--- src/core/dcsri_pkg.sv ---
// constants and types shared by the dual-channel host signalling block
package dcsri_pkg;
    localparam int DCSRI_DW         = 8;
    localparam int DCSRI_FIFO_DEPTH = 16;
    localparam int DCSRI_LVL_W      = 5;
    localparam int DCSRI_CHANNELS   = 2;

    // register offsets on the host address lines
    localparam logic [2:0] DCSRI_OFS_DATA  = 3'h0;
    localparam logic [2:0] DCSRI_OFS_IRQEN = 3'h1;
    localparam logic [2:0] DCSRI_OFS_FIFO  = 3'h2;
    localparam logic [2:0] DCSRI_OFS_LINE  = 3'h3;
    localparam logic [2:0] DCSRI_OFS_MODEM = 3'h4;
    localparam logic [2:0] DCSRI_OFS_LSTAT = 3'h5;
    localparam logic [2:0] DCSRI_OFS_FEAT  = 3'h6;
    localparam logic [2:0] DCSRI_OFS_SCRAT = 3'h7;

    // field positions
    localparam int DCSRI_FCTL_EN    = 0;
    localparam int DCSRI_FCTL_RXCLR = 1;
    localparam int DCSRI_FCTL_TXCLR = 2;
    localparam int DCSRI_FCTL_BLK   = 3;
    localparam int DCSRI_LINE_DLAB  = 7;
    localparam int DCSRI_FEAT_RS485 = 3;
    localparam int DCSRI_IEN_RX     = 0;
    localparam int DCSRI_IEN_TX     = 1;
    localparam int DCSRI_MODEM_RTS  = 1;

    // values
    localparam logic [7:0]  DCSRI_FCTL_KEEP = 8'hf9;
    localparam logic [5:0]  DCSRI_ID_NONE   = 6'h01;
    localparam logic [5:0]  DCSRI_ID_TX     = 6'h02;
    localparam logic [5:0]  DCSRI_ID_RX     = 6'h04;
    localparam logic [5:0]  DCSRI_ID_TMO    = 6'h0c;
    localparam logic [14:0] DCSRI_PINS_IDLE = 15'h5800;

    typedef struct packed {
        logic [7:0] irq_en;
        logic [7:0] fifo_ctl;
        logic [7:0] line_ctl;
        logic [7:0] modem_ctl;
        logic [7:0] scratch;
        logic [7:0] div_lo;
        logic [7:0] div_hi;
        logic [7:0] div_frac;
        logic [7:0] feat_ctl;
        logic [3:0] tx_trig;
        logic [3:0] rx_trig;
    } dcsri_regs_t;

    localparam dcsri_regs_t DCSRI_REGS_RST = 80'h0000_0000_0001_0000_0088;

    typedef struct packed {
        logic       cs_n;
        logic       pick;
        logic       rd_n;
        logic       wr_n;
        logic [2:0] addr;
        logic [7:0] data;
    } dcsri_pins_t;
endpackage

--- src/core/dcsri_top.sv ---
// dual-channel host bus decode, ready pins, interrupt pins and data fifos
`timescale 1ns/1ps
`default_nettype none

module dcsri_fifo #(
    parameter int WIDTH = 8,
    parameter int DEPTH = 16,
    parameter int LW    = 5
) (
    input  wire logic             clk,
    input  wire logic             reset_n,
    input  wire logic             ce,
    input  wire logic             flush,
    input  wire logic             one_deep,
    input  wire logic             in_valid,
    input  wire logic [WIDTH-1:0] in_data,
    output logic                  in_ready,
    output logic                  out_valid,
    output logic [WIDTH-1:0]      out_data,
    input  wire logic             out_ready,
    output logic [LW-1:0]         level
);
    localparam int PW = $clog2(DEPTH);

    logic [WIDTH-1:0] mem [DEPTH];
    logic [PW-1:0]    rd_ptr;
    logic [PW-1:0]    wr_ptr;

    wire             push       = in_valid & in_ready;
    wire             pop        = out_valid & out_ready;
    wire [PW-1:0]    next_rd    = pop ? rd_ptr + 1'b1 : rd_ptr;
    wire [LW-1:0]    next_level = level + LW'(push) - LW'(pop);
    wire [LW-1:0]    cap        = one_deep ? LW'(1) : LW'(DEPTH);
    wire             bypass     = push && (wr_ptr == next_rd);
    wire [WIDTH-1:0] next_out   = bypass ? in_data : mem[next_rd];

    always_ff @(posedge clk or negedge reset_n) begin
        if (!reset_n) begin
            rd_ptr    <= '0;
            wr_ptr    <= '0;
            level     <= '0;
            out_valid <= 1'b0;
            out_data  <= '0;
            in_ready  <= 1'b1;
        end else if (ce && flush) begin
            rd_ptr    <= '0;
            wr_ptr    <= '0;
            level     <= '0;
            out_valid <= 1'b0;
            in_ready  <= 1'b1;
        end else if (ce) begin
            rd_ptr    <= next_rd;
            wr_ptr    <= push ? wr_ptr + 1'b1 : wr_ptr;
            level     <= next_level;
            out_valid <= next_level != '0;
            out_data  <= next_out;
            in_ready  <= next_level < cap;
        end
    end

    always_ff @(posedge clk) begin
        if (ce && push && !flush) begin
            mem[wr_ptr] <= in_data;
        end
    end
endmodule

module dcsri_top
    import dcsri_pkg::*;
(
    input  wire logic            clk,
    input  wire logic            reset_n,
    input  wire logic            ce,
    input  wire logic            cs_n,
    input  wire logic            channel_pick,
    input  wire logic            read_strobe_n,
    input  wire logic            write_strobe_n,
    input  wire logic [2:0]      addr,
    input  wire logic [7:0]      data_in,
    output logic [7:0]           data_out,
    output logic                 data_oe,
    output logic [1:0][7:0]      tx_data,
    output logic [1:0]           tx_valid,
    input  wire logic [1:0]      tx_ready,
    input  wire logic [1:0]      tx_shift_busy,
    input  wire logic [1:0][7:0] rx_data,
    input  wire logic [1:0]      rx_valid,
    output logic [1:0]           rx_ready,
    input  wire logic [1:0]      rx_timeout,
    output logic [1:0]           rx_block_ready_n,
    output logic [1:0]           tx_space_ready_n,
    output logic [1:0]           line_dir_n,
    output logic                 irq_out_first,
    output logic                 irq_out_second
);
    function automatic logic reg_hit(input dcsri_pins_t p, input logic c, input logic [2:0] ofs);
        reg_hit = !p.cs_n && (p.pick == !c) && (p.addr == ofs);
    endfunction

    dcsri_pins_t pins_raw;
    dcsri_pins_t pins_meta;
    dcsri_pins_t pins_sync;
    dcsri_pins_t pins_prev;

    assign pins_raw = {cs_n, channel_pick, read_strobe_n, write_strobe_n, addr, data_in};

    // host pins run through three flops; bus logic uses clk only
    always_ff @(posedge clk or negedge reset_n) begin
        if (!reset_n) begin
            pins_meta <= DCSRI_PINS_IDLE;
            pins_sync <= DCSRI_PINS_IDLE;
            pins_prev <= DCSRI_PINS_IDLE;
        end else if (ce) begin
            pins_meta <= pins_raw;
            pins_sync <= pins_meta;
            pins_prev <= pins_sync;
        end
    end

    // read acts at strobe fall, write at strobe rise
    wire       read_on = !pins_sync.cs_n && !pins_sync.rd_n;
    wire       rd_go   = read_on && pins_prev.rd_n;
    wire       wr_go   = !pins_prev.cs_n && !pins_prev.wr_n && pins_sync.wr_n;
    wire       rd_ch   = !pins_sync.pick;
    wire [2:0] ra      = pins_sync.addr;
    wire [2:0] wa      = pins_prev.addr;
    wire [7:0] wd      = pins_prev.data;

    logic [7:0] rd_val [2];
    logic [1:0] next_rx_block_ready_n_n;
    logic [1:0] next_tx_space_ready_n_n;
    logic [1:0] next_irq;
    logic [1:0] next_dir_n;
    logic [1:0] irq_q;

    for (genvar g = 0; g < DCSRI_CHANNELS; g++) begin : gen_ch
        dcsri_regs_t            r;
        logic                   ovr;
        logic                   tmo;
        logic                   tx_room;
        logic [7:0]             rx_head;
        logic                   rx_have;
        logic [DCSRI_LVL_W-1:0] tx_lvl;
        logic [DCSRI_LVL_W-1:0] rx_lvl;
        logic [7:0]             view [8];

        wire w       = wr_go && reg_hit(pins_prev, 1'(g), wa);
        wire rd      = rd_go && reg_hit(pins_sync, 1'(g), ra);
        wire dlab    = r.line_ctl[DCSRI_LINE_DLAB];
        wire fen     = r.fifo_ctl[DCSRI_FCTL_EN];
        wire blk     = fen && r.fifo_ctl[DCSRI_FCTL_BLK];
        wire a485    = r.feat_ctl[DCSRI_FEAT_RS485];
        wire tx_push = w && wa == DCSRI_OFS_DATA && !dlab;
        wire rx_pop  = rd && ra == DCSRI_OFS_DATA && !dlab;
        wire fw      = w && wa == DCSRI_OFS_FIFO && !dlab;
        wire en_chg  = wd[DCSRI_FCTL_EN] != fen;
        wire flush_r = fw && (wd[DCSRI_FCTL_RXCLR] || en_chg);
        wire flush_t = fw && (wd[DCSRI_FCTL_TXCLR] || en_chg);
        wire tx_idle = tx_lvl == '0;
        wire tx_all  = tx_idle && !tx_shift_busy[g];
        wire tx_low  = tx_lvl < {1'b0, r.tx_trig};
        wire rx_hit  = rx_lvl >= {1'b0, r.rx_trig};
        wire rx_any  = rx_lvl != '0;
        wire lst_rd  = rd && ra == DCSRI_OFS_LSTAT;

        wire tx_cond = a485 ? (tx_all || (fen && tx_low)) : (fen ? (tx_low || tx_idle) : tx_idle);
        wire rx_cond = fen ? rx_hit : rx_any;
        wire ien_rx  = r.irq_en[DCSRI_IEN_RX];
        wire ien_tx  = r.irq_en[DCSRI_IEN_TX];

        wire [5:0] irq_id = (ien_rx && rx_cond) ? DCSRI_ID_RX :
                            (ien_rx && tmo) ? DCSRI_ID_TMO :
                            (ien_tx && tx_cond) ? DCSRI_ID_TX : DCSRI_ID_NONE;
        wire [7:0] lstat = {1'b0, tx_all, tx_room, 3'h0, ovr, rx_any};

        always_ff @(posedge clk or negedge reset_n) begin
            if (!reset_n) begin
                r <= DCSRI_REGS_RST;
            end else if (ce && w) begin
                case (wa)
                    DCSRI_OFS_DATA: begin
                        if (dlab) r.div_lo <= wd;
                    end
                    DCSRI_OFS_IRQEN: begin
                        if (dlab) r.div_hi <= wd;
                        else r.irq_en <= wd;
                    end
                    DCSRI_OFS_FIFO: begin
                        if (dlab) r.div_frac <= {4'h0, wd[3:0]};
                        else r.fifo_ctl <= wd & DCSRI_FCTL_KEEP;
                    end
                    DCSRI_OFS_LINE:  r.line_ctl <= wd;
                    DCSRI_OFS_MODEM: r.modem_ctl <= wd;
                    DCSRI_OFS_LSTAT: {r.tx_trig, r.rx_trig} <= wd;
                    DCSRI_OFS_FEAT:  r.feat_ctl <= wd;
                    DCSRI_OFS_SCRAT: r.scratch <= wd;
                    default: ;
                endcase
            end
        end

        // sticky overrun and time-out; a new event beats the clear
        always_ff @(posedge clk or negedge reset_n) begin
            if (!reset_n) begin
                ovr <= 1'b0;
                tmo <= 1'b0;
            end else if (ce) begin
                ovr <= (rx_valid[g] && !rx_ready[g]) || (ovr && !lst_rd);
                tmo <= (fen && rx_timeout[g]) || (tmo && !rx_pop && rx_any);
            end
        end

        dcsri_fifo #(
            .WIDTH (DCSRI_DW),
            .DEPTH (DCSRI_FIFO_DEPTH),
            .LW    (DCSRI_LVL_W)
        ) u_tx_fifo (
            .clk       (clk),
            .reset_n   (reset_n),
            .ce        (ce),
            .flush     (flush_t),
            .one_deep  (!fen),
            .in_valid  (tx_push),
            .in_data   (wd),
            .in_ready  (tx_room),
            .out_valid (tx_valid[g]),
            .out_data  (tx_data[g]),
            .out_ready (tx_ready[g]),
            .level     (tx_lvl)
        );

        dcsri_fifo #(
            .WIDTH (DCSRI_DW),
            .DEPTH (DCSRI_FIFO_DEPTH),
            .LW    (DCSRI_LVL_W)
        ) u_rx_fifo (
            .clk       (clk),
            .reset_n   (reset_n),
            .ce        (ce),
            .flush     (flush_r),
            .one_deep  (!fen),
            .in_valid  (rx_valid[g]),
            .in_data   (rx_data[g]),
            .in_ready  (rx_ready[g]),
            .out_valid (rx_have),
            .out_data  (rx_head),
            .out_ready (rx_pop),
            .level     (rx_lvl)
        );

        assign view[0] = dlab ? r.div_lo : (rx_have ? rx_head : 8'h00);
        assign view[1] = dlab ? r.div_hi : r.irq_en;
        assign view[2] = dlab ? r.div_frac : {fen, fen, irq_id};
        assign view[3] = r.line_ctl;
        assign view[4] = r.modem_ctl;
        assign view[5] = lstat;
        assign view[6] = r.feat_ctl;
        assign view[7] = r.scratch;
        assign rd_val[g] = view[ra];

        assign next_rx_block_ready_n_n[g] = !blk ? !rx_any :
                                 !rx_any ? 1'b1 :
                                 (rx_hit || rx_timeout[g]) ? 1'b0 : rx_block_ready_n[g];
        assign next_tx_space_ready_n_n[g] = blk ? !tx_room : !tx_idle;
        assign next_irq[g]     = (ien_rx && (rx_cond || tmo)) || (ien_tx && tx_cond);
        assign next_dir_n[g]   = a485 ? tx_all : !r.modem_ctl[DCSRI_MODEM_RTS];
    end

    always_ff @(posedge clk or negedge reset_n) begin
        if (!reset_n) begin
            data_out         <= 8'h00;
            data_oe          <= 1'b0;
            rx_block_ready_n <= 2'h3;
            tx_space_ready_n <= 2'h0;
            line_dir_n       <= 2'h3;
            irq_q            <= 2'h0;
        end else if (ce) begin
            data_out         <= rd_go ? rd_val[rd_ch] : data_out;
            data_oe          <= read_on;
            rx_block_ready_n <= next_rx_block_ready_n_n;
            tx_space_ready_n <= next_tx_space_ready_n_n;
            line_dir_n       <= next_dir_n;
            irq_q            <= next_irq;
        end
    end

    assign irq_out_first  = irq_q[0];
    assign irq_out_second = irq_q[1];
endmodule

`default_nettype wire

--- config.mk ---
export PLATFORM = sky130hd
export DESIGN_NAME = dcsri_top
export DESIGN_NICKNAME = d
export VERILOG_FILES = /design/src/core/dcsri_pkg.sv /design/src/core/dcsri_top.sv
export SDC_FILE = /design/constraint.sdc
export NUM_CORES = 1
export LEC_CHECK = 0
export BUFFER_PORTS_ARGS = -buffer_cell sky130_fd_sc_hd__buf_2
export CAP_MARGIN = 20
export CORE_ASPECT_RATIO = 0.8
export CORE_MARGIN = 3
export CORE_UTILIZATION = 60
export DETAILED_ROUTE_END_ITERATION = 10
export PLACE_DENSITY_LB_ADDON = 0.12
export SETUP_SLACK_MARGIN = 0.05
export SYNTH_ARGS = -nofsm -noshare
export SYNTH_HDL_FRONTEND = slang
export SYNTH_SLANG_ARGS = --single-unit
--- constraint.sdc ---
create_clock -name clk -period 4.8 [get_ports clk]
set_input_delay 0.24 -clock clk [delete_from_list [all_inputs] [get_ports clk]]
set_output_delay 0.24 -clock clk [all_outputs]
set_load 0.05 [all_outputs]
# Yosys cells after proc, flatten, opt, wreduce, memory -nomap -nowiden
# Memory sizes are Yosys's and may differ from the RTL's. A register that Yosys moved wholly into a read port is not among the register bits.
# Cells that the tools add are included.
[op_classes]
addsub = 16
magnitude_cmp = 10
n_eq_ne = 12
n_mux = 97
bitwise = 18
reduce_logical = 166
[op_table]
columns = ["cell", "count"]
rows = [
  ["8-bit 2-to-1 mux", 15],
  ["4-bit 2-to-1 mux", 28],
  ["1-bit logical AND", 68],
  ["5-bit 2-to-1 mux", 10],
  ["8-bit binary-select mux with 3-bit select", 2],
  ["2-bit AND reduction", 21],
  ["1-bit 2-to-1 mux", 40],
  ["4-bit by 1-bit adder with 4-bit output, second input constant", 8],
  ["1-bit logical NOT", 31],
  ["3-bit AND reduction", 10],
  ["5-bit nonzero test", 6],
  ["5-bit by 1-bit adder with 5-bit output", 4],
  ["5-bit less-than comparator", 4],
  ["5-bit by 1-bit subtractor with 5-bit output", 4],
  ["1-bit logical OR", 18],
  ["2-bit nonzero test", 8],
  ["3-bit equality test, second input constant", 5],
  ["5-bit by 4-bit >= comparator with 1-bit output", 2],
  ["5-bit logical NOT", 2],
  ["5-bit by 4-bit less-than comparator with 1-bit output", 2],
  ["1-bit bitwise AND", 8],
  ["1-bit NOT", 8],
  ["3-bit by 2-bit equality test with 1-bit output, second input constant", 2],
  ["3-bit logical NOT", 2],
  ["8 further kinds", 11],
]
[totals]
register_bits = 266
ramBits = 512
inputBits = 42
out_inout_bits = 37
memories = 4
[memory_table]
columns = ["memory", "words", "word_bits", "read_ports", "rd_clocked_by_memory_dff", "wr", "line_no", "rtl"]
rows = [
  ["gen_ch[0].u_rx_fifo.mem", 16, 8, 1, 1, 1, "dcsri_top.sv:25", "logic [WIDTH-1:0] mem [DEPTH];"],
  ["gen_ch[0].u_tx_fifo.mem", 16, 8, 1, 1, 1, "dcsri_top.sv:25", ""],
  ["gen_ch[1].u_rx_fifo.mem", 16, 8, 1, 1, 1, "dcsri_top.sv:25", ""],
  ["gen_ch[1].u_tx_fifo.mem", 16, 8, 1, 1, 1, "dcsri_top.sv:25", ""],
]

# Longest topological paths before layout
# Gate-level depths: netlist of the first run.
[logic_depth]
ltp_word = 15
depth_mapped = 18
ltp_nobuf = 17

# Modules after synthesis
# Synthesis of the first run repeated with hierarchy kept, for this count alone.
[hier_totals]
cells_unflattened = 3215
hier_area_um2 = 38753.4
[modules_own_cells]
columns = ["module", "n_inst", "cells_each", "area_per_inst_um2", "seq_area_each_um2"]
rows = [
  ["dcsri_top", 1, 796, 9882.0, 5178.7],
  ["dcsri_fifo at gen_ch[0].u_tx_fifo", 1, 637, 7392.1, 4420.5],
  ["dcsri_fifo at gen_ch[1].u_tx_fifo", 1, 597, 7164.4, 4420.5],
  ["dcsri_fifo at gen_ch[1].u_rx_fifo", 1, 597, 7163.1, 4420.5],
  ["dcsri_fifo at gen_ch[0].u_rx_fifo", 1, 588, 7151.9, 4420.5],
]

# Worst setup path before layout of the first run
# Ideal clock, no wire load.
[synth_timing]
kind = "register -> register"
startpoint = "reg pins_prev[12] (netlist bit)"
endpoint = "reg gen_ch[0].u_rx_fifo.in_ready"
arrival_time_ns = 3.267
t_required_ns = 4.727
setup_slack_ns = 1.460
path_stages_with_launch = 17
period_less_slack_ns = 3.340
cell_sequence = "dfstp_2 > or4bb_1 > nor3_4 > ha_1 > inv_1 > ha_1 > inv_1 > fa_1 > inv_1 > a21oi_1 > nor2_1 > nor2_1 > xnor2_1 > ha_1 > o21ai_0 > nand2b_1 > a21oi_1"
[synth_between]
elab_chain_len = 9
[synth_rtl]
columns = ["element", "line_no", "rtl"]
rows = [
  ["start: declaration", "dcsri_top.sv:103", "dcsri_pins_t pins_prev;"],
  ["start signal: assignment", "dcsri_top.sv:116", "pins_prev <= pins_sync;"],
  ["1-bit logical AND", "dcsri_top.sv:122", "wire rd_go = read_on && pins_prev.rd_n;"],
  ["1-bit logical AND", "dcsri_top.sv:148", "wire rd = rd_go && reg_hit(pins_sync, 1'(g), ra);"],
  ["1-bit logical AND (2 in a row)", "dcsri_top.sv:154", "wire rx_pop = rd && ra == DCSRI_OFS_DATA && !dlab;"],
  ["1-bit bitwise AND", "dcsri_top.sv:30", "wire pop = out_valid & out_ready;"],
  ["5-bit by 1-bit subtractor with 5-bit output", "dcsri_top.sv:32", "wire [LW-1:0] next_level = level + LW'(push) - LW'(pop);"],
  ["5-bit less-than comparator", "dcsri_top.sv:57", "in_ready <= next_level < cap;"],
  ["1-bit 2-to-1 mux", "dcsri_top.sv:51", "end else if (ce) begin"],
  ["1-bit 2-to-1 mux", "dcsri_top.sv:45", "end else if (ce && flush) begin"],
  ["end signal: assignment", "dcsri_top.sv:57", ""],
  ["end: declaration", "dcsri_top.sv:17", "output logic in_ready,"],
]
# Every way passes these cells. The select of a mux whose other input is x is not followed.
# A chain may end at the register's enable or synchronous reset.

# Final worst setup path of the first run
[layout_timing]
startpoint = "reg pins_prev[12] (netlist bit)"
endpoint = "reg gen_ch[1].u_rx_fifo.in_ready"
[layout_between]
elab_chain_len = 9
[layout_rtl]
columns = ["element", "line_no"]
rows = [
  ["1-bit logical AND", "dcsri_top.sv:122"],
  ["1-bit logical AND", "dcsri_top.sv:148"],
  ["1-bit logical AND (2 in a row)", "dcsri_top.sv:154"],
  ["1-bit bitwise AND", "dcsri_top.sv:30"],
  ["5-bit by 1-bit subtractor with 5-bit output", "dcsri_top.sv:32"],
  ["5-bit less-than comparator", "dcsri_top.sv:57"],
  ["1-bit 2-to-1 mux", "dcsri_top.sv:51"],
  ["1-bit 2-to-1 mux", "dcsri_top.sv:45"],
  ["end signal: assignment", "dcsri_top.sv:57"],
  ["end: declaration", "dcsri_top.sv:17"],
]
# Every way passes these cells. The select of a mux whose other input is x is not followed.

==> results of run 1 <==
## cells in the final DEF (no fill, tap or decap), types with 20 or more instances in the layout
master and count:
sky130_fd_sc_hd__dfrtp_1 264, sky130_fd_sc_hd__edfxtp_1 512, sky130_fd_sc_hd__mux2i_1 275, sky130_fd_sc_hd__and3_1 23, sky130_fd_sc_hd__a31oi_1 22, sky130_fd_sc_hd__xnor2_1 28
sky130_fd_sc_hd__dfstp_2 23, sky130_fd_sc_hd__clkbuf_1 21, sky130_fd_sc_hd__ha_1 62, sky130_fd_sc_hd__a221oi_1 34, sky130_fd_sc_hd__clkbuf_16 80, sky130_fd_sc_hd__inv_1 95
sky130_fd_sc_hd__nand3_1 69, sky130_fd_sc_hd__dlygate4sd3_1 20, sky130_fd_sc_hd__nand2_1 206, sky130_fd_sc_hd__nor2_1 62, sky130_fd_sc_hd__buf_4 42, sky130_fd_sc_hd__a21oi_1 46
sky130_fd_sc_hd__and2_1 57, sky130_fd_sc_hd__buf_2 76, sky130_fd_sc_hd__mux4_2 41, sky130_fd_sc_hd__mux2_2 223, sky130_fd_sc_hd__o21ai_0 96, sky130_fd_sc_hd__o22ai_1 58
## layout make-up
type,instances,area [um^2],share of cell area
clock buffer,106,2150,0.0529
clock inverter,41,494,0.0122
inverter,97,364,0.00897
multi-input combinational,1549,12700,0.312
sequential,810,22900,0.563
tap,779,975,0.0240
timing repair buffer,148,1080,0.0265
## routing by layer
metal  vias up  wire [um]  global-route usage
li1       9977          -                   -
met4         2       2130              0.0762
met3       159       5560              0.0499
met1     11300      38800               0.409
met2       775      38400               0.406
met5         -          9                   0
## worst min path at each step
stage                      startpoint                                          end  slack (ps)  depth (start not counted)
final                     rx_data[10]      gen_ch[1].u_rx_fifo.mem[0][2]$_DFFE_PP_          40                          1
after global routing      rx_data[13]      gen_ch[1].u_rx_fifo.mem[2][5]$_DFFE_PP_          20                          1
after CTS                 rx_data[13]      gen_ch[1].u_rx_fifo.mem[5][5]$_DFFE_PP_         0.2                          1
after detailed placement      reset_n  gen_ch[0].u_rx_fifo.out_data[5]$_DFFE_PN0P_         360                          1
after global placement        reset_n    gen_ch[0].u_rx_fifo.wr_ptr[3]$_DFFE_PN0P_         350                          1
after floorplan               reset_n                          data_oe$_DFFE_PN0P_         -60                          0
## power by group through the flow
stage / logic [mW] / registers, mW / clock network [mW]
after floorplan: 3.91 / 9.24 / 0
after global placement: 5.59 / 9.13 / 0
after detailed placement: 5.73 / 9.17 / 0
after CTS: 5.79 / 9.04 / 6.44
after global routing: 6.41 / 9.08 / 6.72
final: 5.87 / 9.00 / 6.34
## flip-flops by register name (all words and copies together), names as in the netlist, 4 cells and up
signal and count:
gen_ch.u_rx_fifo.mem 256, gen_ch.u_tx_fifo.mem 256, gen_ch.r 130, gen_ch.u_rx_fifo.out_data 16, gen_ch.u_tx_fifo.out_data 16, pins_meta 15, pins_sync 12, gen_ch.u_rx_fifo.level 10
gen_ch.u_tx_fifo.level 10, data_out 8, gen_ch.u_rx_fifo.rd_ptr 8, gen_ch.u_rx_fifo.wr_ptr 8, gen_ch.u_tx_fifo.rd_ptr 8, gen_ch.u_tx_fifo.wr_ptr 8, wd 8, pins_prev 4
## cell families after synthesis
| logic type | share of synthesized area |
|---|---|
| flops | 0.627 |
| mux | 0.172 |
| simple gates | 0.0689 |
| compound gates | 0.0692 |
| buf+inv | 0.0274 |
| fa+ha+maj | 0.0235 |
| xor+xnor | 0.0125 |
## timing repair
item | in CTS | in global routing
hold buffers | 20 | 0
endpoints found under the hold margin | 112 | 0
setup buffers | 0 | 0
## stage by stage
step,area (um^2),utilization
after floorplan,36500,-
after global placement,37700,0.629
after detailed placement,37700,0.629
after CTS,40500,0.677
after global routing,40600,0.678
final,40600,0.678
==> results.json, run 1 <==
{
  "status": "finished, final reports clean",
  "netlist-cell-type-count": 79,
  "cap_violations": 0,
  "cts_tree": "yes",
  "final_layout_fill_cell_count": 4155,
  "worst_setup_path_startpoint": "pins_prev[12]$_DFFE_PN1P_",
  "post-synth-top-count-cell": "sky130_fd_sc_hd__edfxtp_1",
  "cpMaxStageDelayCell": "sky130_fd_sc_hd__nor3b_2",
  "starting_utilization_of_the_core_area": 0.609,
  "syn2layout_area_growth_pct": 11.3,
  "die_outline_height_um": 227,
  "largest_net_degree_at_the_start_of_global_routing": 125,
  "boundaryPins": 79,
  "post_synth.cell_area_avg_um2": 14.0,
  "grt_overflow": 0,
  "placedCellCount": 3358,
  "timing.final.hold_violations": 0,
  "die_footprint_mm2": 0.0638,
  "crit_path_end": "gen_ch[1].u_rx_fifo.in_ready$_DFFE_PN1P_",
  "setup_viol": 0,
  "yosys-top-cells-area": "sky130_fd_sc_hd__edfxtp_1 (42%), sky130_fd_sc_hd__dfrtp_1 (19%), sky130_fd_sc_hd__mux2i_1 (7.5%), sky130_fd_sc_hd__mux2_2 (6.9%), sky130_fd_sc_hd__mux4_2 (2.5%)",
  "detail_route.iter0.violations": 1932,
  "numPortBuffers": 78,
  "switching_power_mw": 6.79,
  "crit_buf_inv": 4,
  "worstPathMaxFanout": 10,
  "htreeDepth": 3,
  "cp.depth": 17,
  "unrepaired_setup_endpoints_after_global_routing": "false",
  "min_period_ps": 3900,
  "share_comb_of_total_power": 0.277,
  "critical-path-max-stage-delay_ps": 550,
  "layout-drive-gt1-share": 0.210,
  "final_max_slew_viol_count": 0,
  "achievable-frequency_ghz": 0.256,
  "worst_skew_pair.late_latency_ps": 630,
  "dp.final_hpwl_um": 54800,
  "route.detailed.vias_per_inst": 6.29,
  "total_power_mw": 21.2,
  "synth_cells": 2607,
  "globalRouteTotalUtil": 0.271,
  "layout_setup_ws_ps": 895,
  "synth-async-reset-ratio": 0.368,
  "first_global_vias": 22000,
  "tightest_slew_ps": 1080,
  "die_width_um": 282,
  "setup_total_negative_slack_ps": 0,
  "intPower_mw": 14.4,
  "clock_transition_at_path_regs_ps": 60,
  "worst_slew_margin_rel": 0.274,
  "synth_top_area_cell": "sky130_fd_sc_hd__edfxtp_1",
  "wirelength_um": 84900,
  "mappedNetlistArea_mm2": 0.0365,
  "floorplan.core_area_mm2": 0.0599,
  "worst_ir_drop_vdd_mv": 0.308,
  "number_of_flip_flops_and_latches_in_the_synthesized_netlist": 810,
  "route.detailed.drc": 0,
  "postCtsResizedCells": 0,
  "min-delay-path-class": "input port to register",
  "grt_first_pass_wirelength_um": 132000,
  "postRouteAntennaNets": 0,
  "antennaDiodeCount": 0,
  "final_nets": 2793,
  "maximum_root_to_sink_buffer_count": 3,
  "syn_nets": 2715,
  "final.period_utilization": 0.814,
  "detailroute.via_count": 22200,
  "ys_seq_area_frac": 0.627,
  "globalplace.congestion": 0.907,
  "cellLeakagePower_nw": 16.4,
  "instances_no_fill": 3530,
  "synth-edff-count": 512,
  "cp_cell_sequence": "nor3b_2 > nand3_1 > clkinv_1 > ha_1 > inv_1 > ha_1 > inv_1 > fa_1 > inv_1 > a21oi_1 > nor2_1 > nor2_1 > xnor2_1 > ha_1 > o21ai_0 > nand2b_1 > a21oi_1",
  "place_worst_setup_slack_ps": 930,
  "worst_path_class_setup": "register to register",
  "share_seq_of_total_power": 0.424,
  "worst_r2r_endpoint": "gen_ch[1].u_rx_fifo.in_ready$_DFFE_PN1P_",
  "yosys-top-cells-count": "sky130_fd_sc_hd__edfxtp_1 (512), sky130_fd_sc_hd__dfrtp_1 (275), sky130_fd_sc_hd__mux2i_1 (275), sky130_fd_sc_hd__mux2_2 (223), sky130_fd_sc_hd__nand2_1 (206)",
  "worstReg2RegStart": "pins_prev[12]$_DFFE_PN1P_",
  "reg2regPathDepth": 17,
  "yosys_most_used_dff": "sky130_fd_sc_hd__edfxtp_1",
  "fin_worst_hold_slack_ps": 36.4,
  "setup_slack_of_the_worst_register_to_register_path_ps": 900,
  "required_ps": 5360,
  "switching_share": 0.320,
  "yosysWarningCount": 0,
  "finalClockSkew_ps": 18.4,
  "worst_path_dominant_cell_family": "simple AND/OR/NAND/NOR gates",
  "power.share.clock": 0.299,
  "clock_tree_root": "sky130_fd_sc_hd__clkbuf_16",
  "power_density_mw_per_mm2": 522,
  "antenna_found_initial": 1,
  "routed_wire_length_per_instance_um": 24.0,
  "worst-endpoint-arrival_ps": 4460,
  "drt_pre_antenna_iters": 5,
  "synthDominantCellAreaShare": 0.422,
  "cts_made_buffers": 79,
  "core.rowCount": 80,
  "startpoint_type": "register",
  "clock_sinks": 810,
  "critical_path_sink_type": "register"
}
Note: power is estimated with default switching activity, not from simulation.
==> run 2: changes to the inputs <==
- clock period: 4.8 -> 4 ns (I/O delays scaled with it)
==> run 2 against run 1 <==
Clock power rose by 16%. Sequential share of layout area fell by 0.13 points. Hold slack got worse by 9.3 ps. Worst setup slack got worse by 460 ps. Cell area rose by 0.24%. Core utilization rose by 0.16 points. Non-clock buffer count rose by 25. Clock skew fell by 3.7 ps. Critical path depth fell by 1. Flip-flop and latch count did not move. Total power rose by 19%. Critical endpoint is now gen_ch[0].u_rx_fifo.in_ready$_DFFE_PN1P_.
==> results.json, run 2 (same netlist as run 1, synthesis figures left out) <==
{
  "routed_wire_length_per_instance_um": 23.8,
  "worst_skew_pair.late_latency_ps": 630,
  "grt_overflow": 0,
  "startpoint_type": "register",
  "route.detailed.drc": 0,
  "required_ps": 4550,
  "most-common-layout-cells": "sky130_fd_sc_hd__edfxtp_1 (512), sky130_fd_sc_hd__mux2i_1 (275), sky130_fd_sc_hd__dfrtp_1 (264)",
  "worst_ir_drop_vdd_mv": 0.500,
  "syn2layout_area_growth_pct": 11.6,
  "clock_transition_at_path_regs_ps": 70,
  "tightest_slew_ps": 1110,
  "largest_net_degree_at_the_start_of_global_routing": 96,
  "achievable-frequency_ghz": 0.281,
  "clock_sinks": 810,
  "cts_tree": "yes",
  "drt_pre_antenna_iters": 6,
  "globalplace.congestion": 0.893,
  "postRouteAntennaNets": 0,
  "grt_first_pass_wirelength_um": 131000,
  "clock_tree_root": "sky130_fd_sc_hd__clkbuf_16",
  "setup_total_negative_slack_ps": 0,
  "final_max_slew_viol_count": 0,
  "globalRouteTotalUtil": 0.270,
  "maximum_root_to_sink_buffer_count": 3,
  "antenna_found_initial": 1,
  "final.period_utilization": 0.890,
  "final_common_cell": "sky130_fd_sc_hd__edfxtp_1",
  "numPortBuffers": 78,
  "cellLeakagePower_nw": 16.4,
  "status": "finished, final reports clean",
  "wirelength_um": 84600,
  "htreeDepth": 3,
  "reg_top3": "gen_ch.u_rx_fifo.mem (256), gen_ch.u_tx_fifo.mem (256), gen_ch.r (130)",
  "power_density_mw_per_mm2": 619,
  "core.rowCount": 80,
  "post-route-cell-area_mm2": 0.0407,
  "critical_path_sink_type": "register",
  "cts_made_buffers": 79,
  "route.detailed.vias_per_inst": 6.22,
  "worst_slew_margin_rel": 0.261,
  "detailroute.via_count": 22100,
  "dp_area_mm2": 0.0378,
  "boundaryPins": 79,
  "cap_violations": 0,
  "setup_viol": 0,
  "layout-drive-gt1-share": 0.213,
  "first_global_vias": 21600,
  "worst_path_class_setup": "register to register",
  "die_width_um": 282,
  "finalClockSkew_ps": 14.7,
  "starting_utilization_of_the_core_area": 0.609,
  "floorplan.core_area_mm2": 0.0599,
  "detail_route.iter0.violations": 2058,
  "die_outline_height_um": 227,
  "final_nets": 2818,
  "worstPathMaxFanout": 4,
  "min-delay-path-class": "input port to register",
  "dp.final_hpwl_um": 55700,
  "worst-endpoint-arrival_ps": 4120,
  "min_period_ps": 3560,
  "die_footprint_mm2": 0.0638,
  "unrepaired_setup_endpoints_after_global_routing": "false",
  "timing.final.hold_violations": 0
}
run 2: final timing paths:
path | slack, ps | cells after the start | end | from
worst min register to register | 470 | 2 | rx_block_ready_n[1]$_DFFE_PN1P_ | rx_block_ready_n[1]$_DFFE_PN1P_
max in group asynchronous | 2780 | 3 | gen_ch[1].u_tx_fifo.in_ready$_DFFE_PN1P_ | reset_n
worst max register to register | 440 | 16 | gen_ch[0].u_rx_fifo.in_ready$_DFFE_PN1P_ | pins_prev[12]$_DFFE_PN1P_
min in group asynchronous | 210 | 2 | gen_ch[0].u_rx_fifo.out_data[4]$_DFFE_PN0P_ | reset_n
worst min-delay path | 30 | 1 | gen_ch[0].u_rx_fifo.mem[11][4]$_DFFE_PP_ | rx_data[4]
worst max-delay path | 440 | 16 | gen_ch[0].u_rx_fifo.in_ready$_DFFE_PN1P_ | pins_prev[12]$_DFFE_PN1P_
run 2: final cells by class:
cell class / count / area [um^2]
inverter: 97 / 364
clock inverter: 46 / 428
clock buffer: 99 / 2100
antenna: 1 / 2.50
fill: 4206 / 19200
tap: 779 / 975
timing repair buffer: 173 / 1290
sequential: 810 / 22900
multi-input combinational: 1549 / 12700
run 2: timing repair:
item | 4_1_cts | 5_1_grt
hold buffers | 30 | 0
hold endpoints to repair | 218 | 0
resized for setup | 0 | 0
buffers inserted | 0 | 0
run 2: metal layers:
| layer | share of wire | track usage | routed length (um) | vias up |
|---|---|---|---|---|
| li1 | - | - | - | 10000 |
| met1 | 0.45 | 0.406 | 38000 | 11100 |
| met2 | 0.45 | 0.407 | 38200 | 815 |
| met3 | 0.072 | 0.0457 | 6050 | 141 |
| met4 | 0.026 | 0.0813 | 2220 | 4 |
| met5 | 0.0015 | 0.0128 | 127 | - |
run 2: worst max-delay path, cell delays in order, from the launching register on:
cell,delay (ps)
sky130_fd_sc_hd__dfstp_2,550
sky130_fd_sc_hd__or4bb_1,630
sky130_fd_sc_hd__nor3_4,230
sky130_fd_sc_hd__ha_1,260
sky130_fd_sc_hd__inv_1,50
sky130_fd_sc_hd__ha_1,170
sky130_fd_sc_hd__inv_1,60
sky130_fd_sc_hd__fa_1,430
sky130_fd_sc_hd__inv_1,70
sky130_fd_sc_hd__a21oi_1,60
sky130_fd_sc_hd__nor2_1,90
sky130_fd_sc_hd__nor2_1,60
sky130_fd_sc_hd__xnor2_1,230
sky130_fd_sc_hd__ha_1,280
sky130_fd_sc_hd__o21ai_0,80
sky130_fd_sc_hd__nand2b_1,80
sky130_fd_sc_hd__a21oi_1,150
run 2: where the power goes:
group / switching [mW] / total, mW / leakage (nW) / internal, mW
combinational: 4.05 / 7.02 / 6.80 / 2.97
sequential: 0.890 / 10.8 / 8.39 / 9.95
clock: 3.13 / 7.33 / 1.23 / 4.20
run 2: through the flow:
stage | setup slack [ps] | total power, mW | std cells | hold slack (ps) | util
6_report | 438 | 25.2 | 3554 | 27.1 | 0.680
5_1_grt | 225 | 26.4 | 3553 | 12.6 | 0.680
4_1_cts | 479 | 25.3 | 3552 | 4.47 | 0.680
3_5_place_dp | 504 | 18.0 | 3377 | 291 | 0.632
3_3_place_gp | 577 | 17.7 | 3377 | 292 | 0.632
2_1_floorplan | 660 | 15.8 | 2607 | -95.6 | -
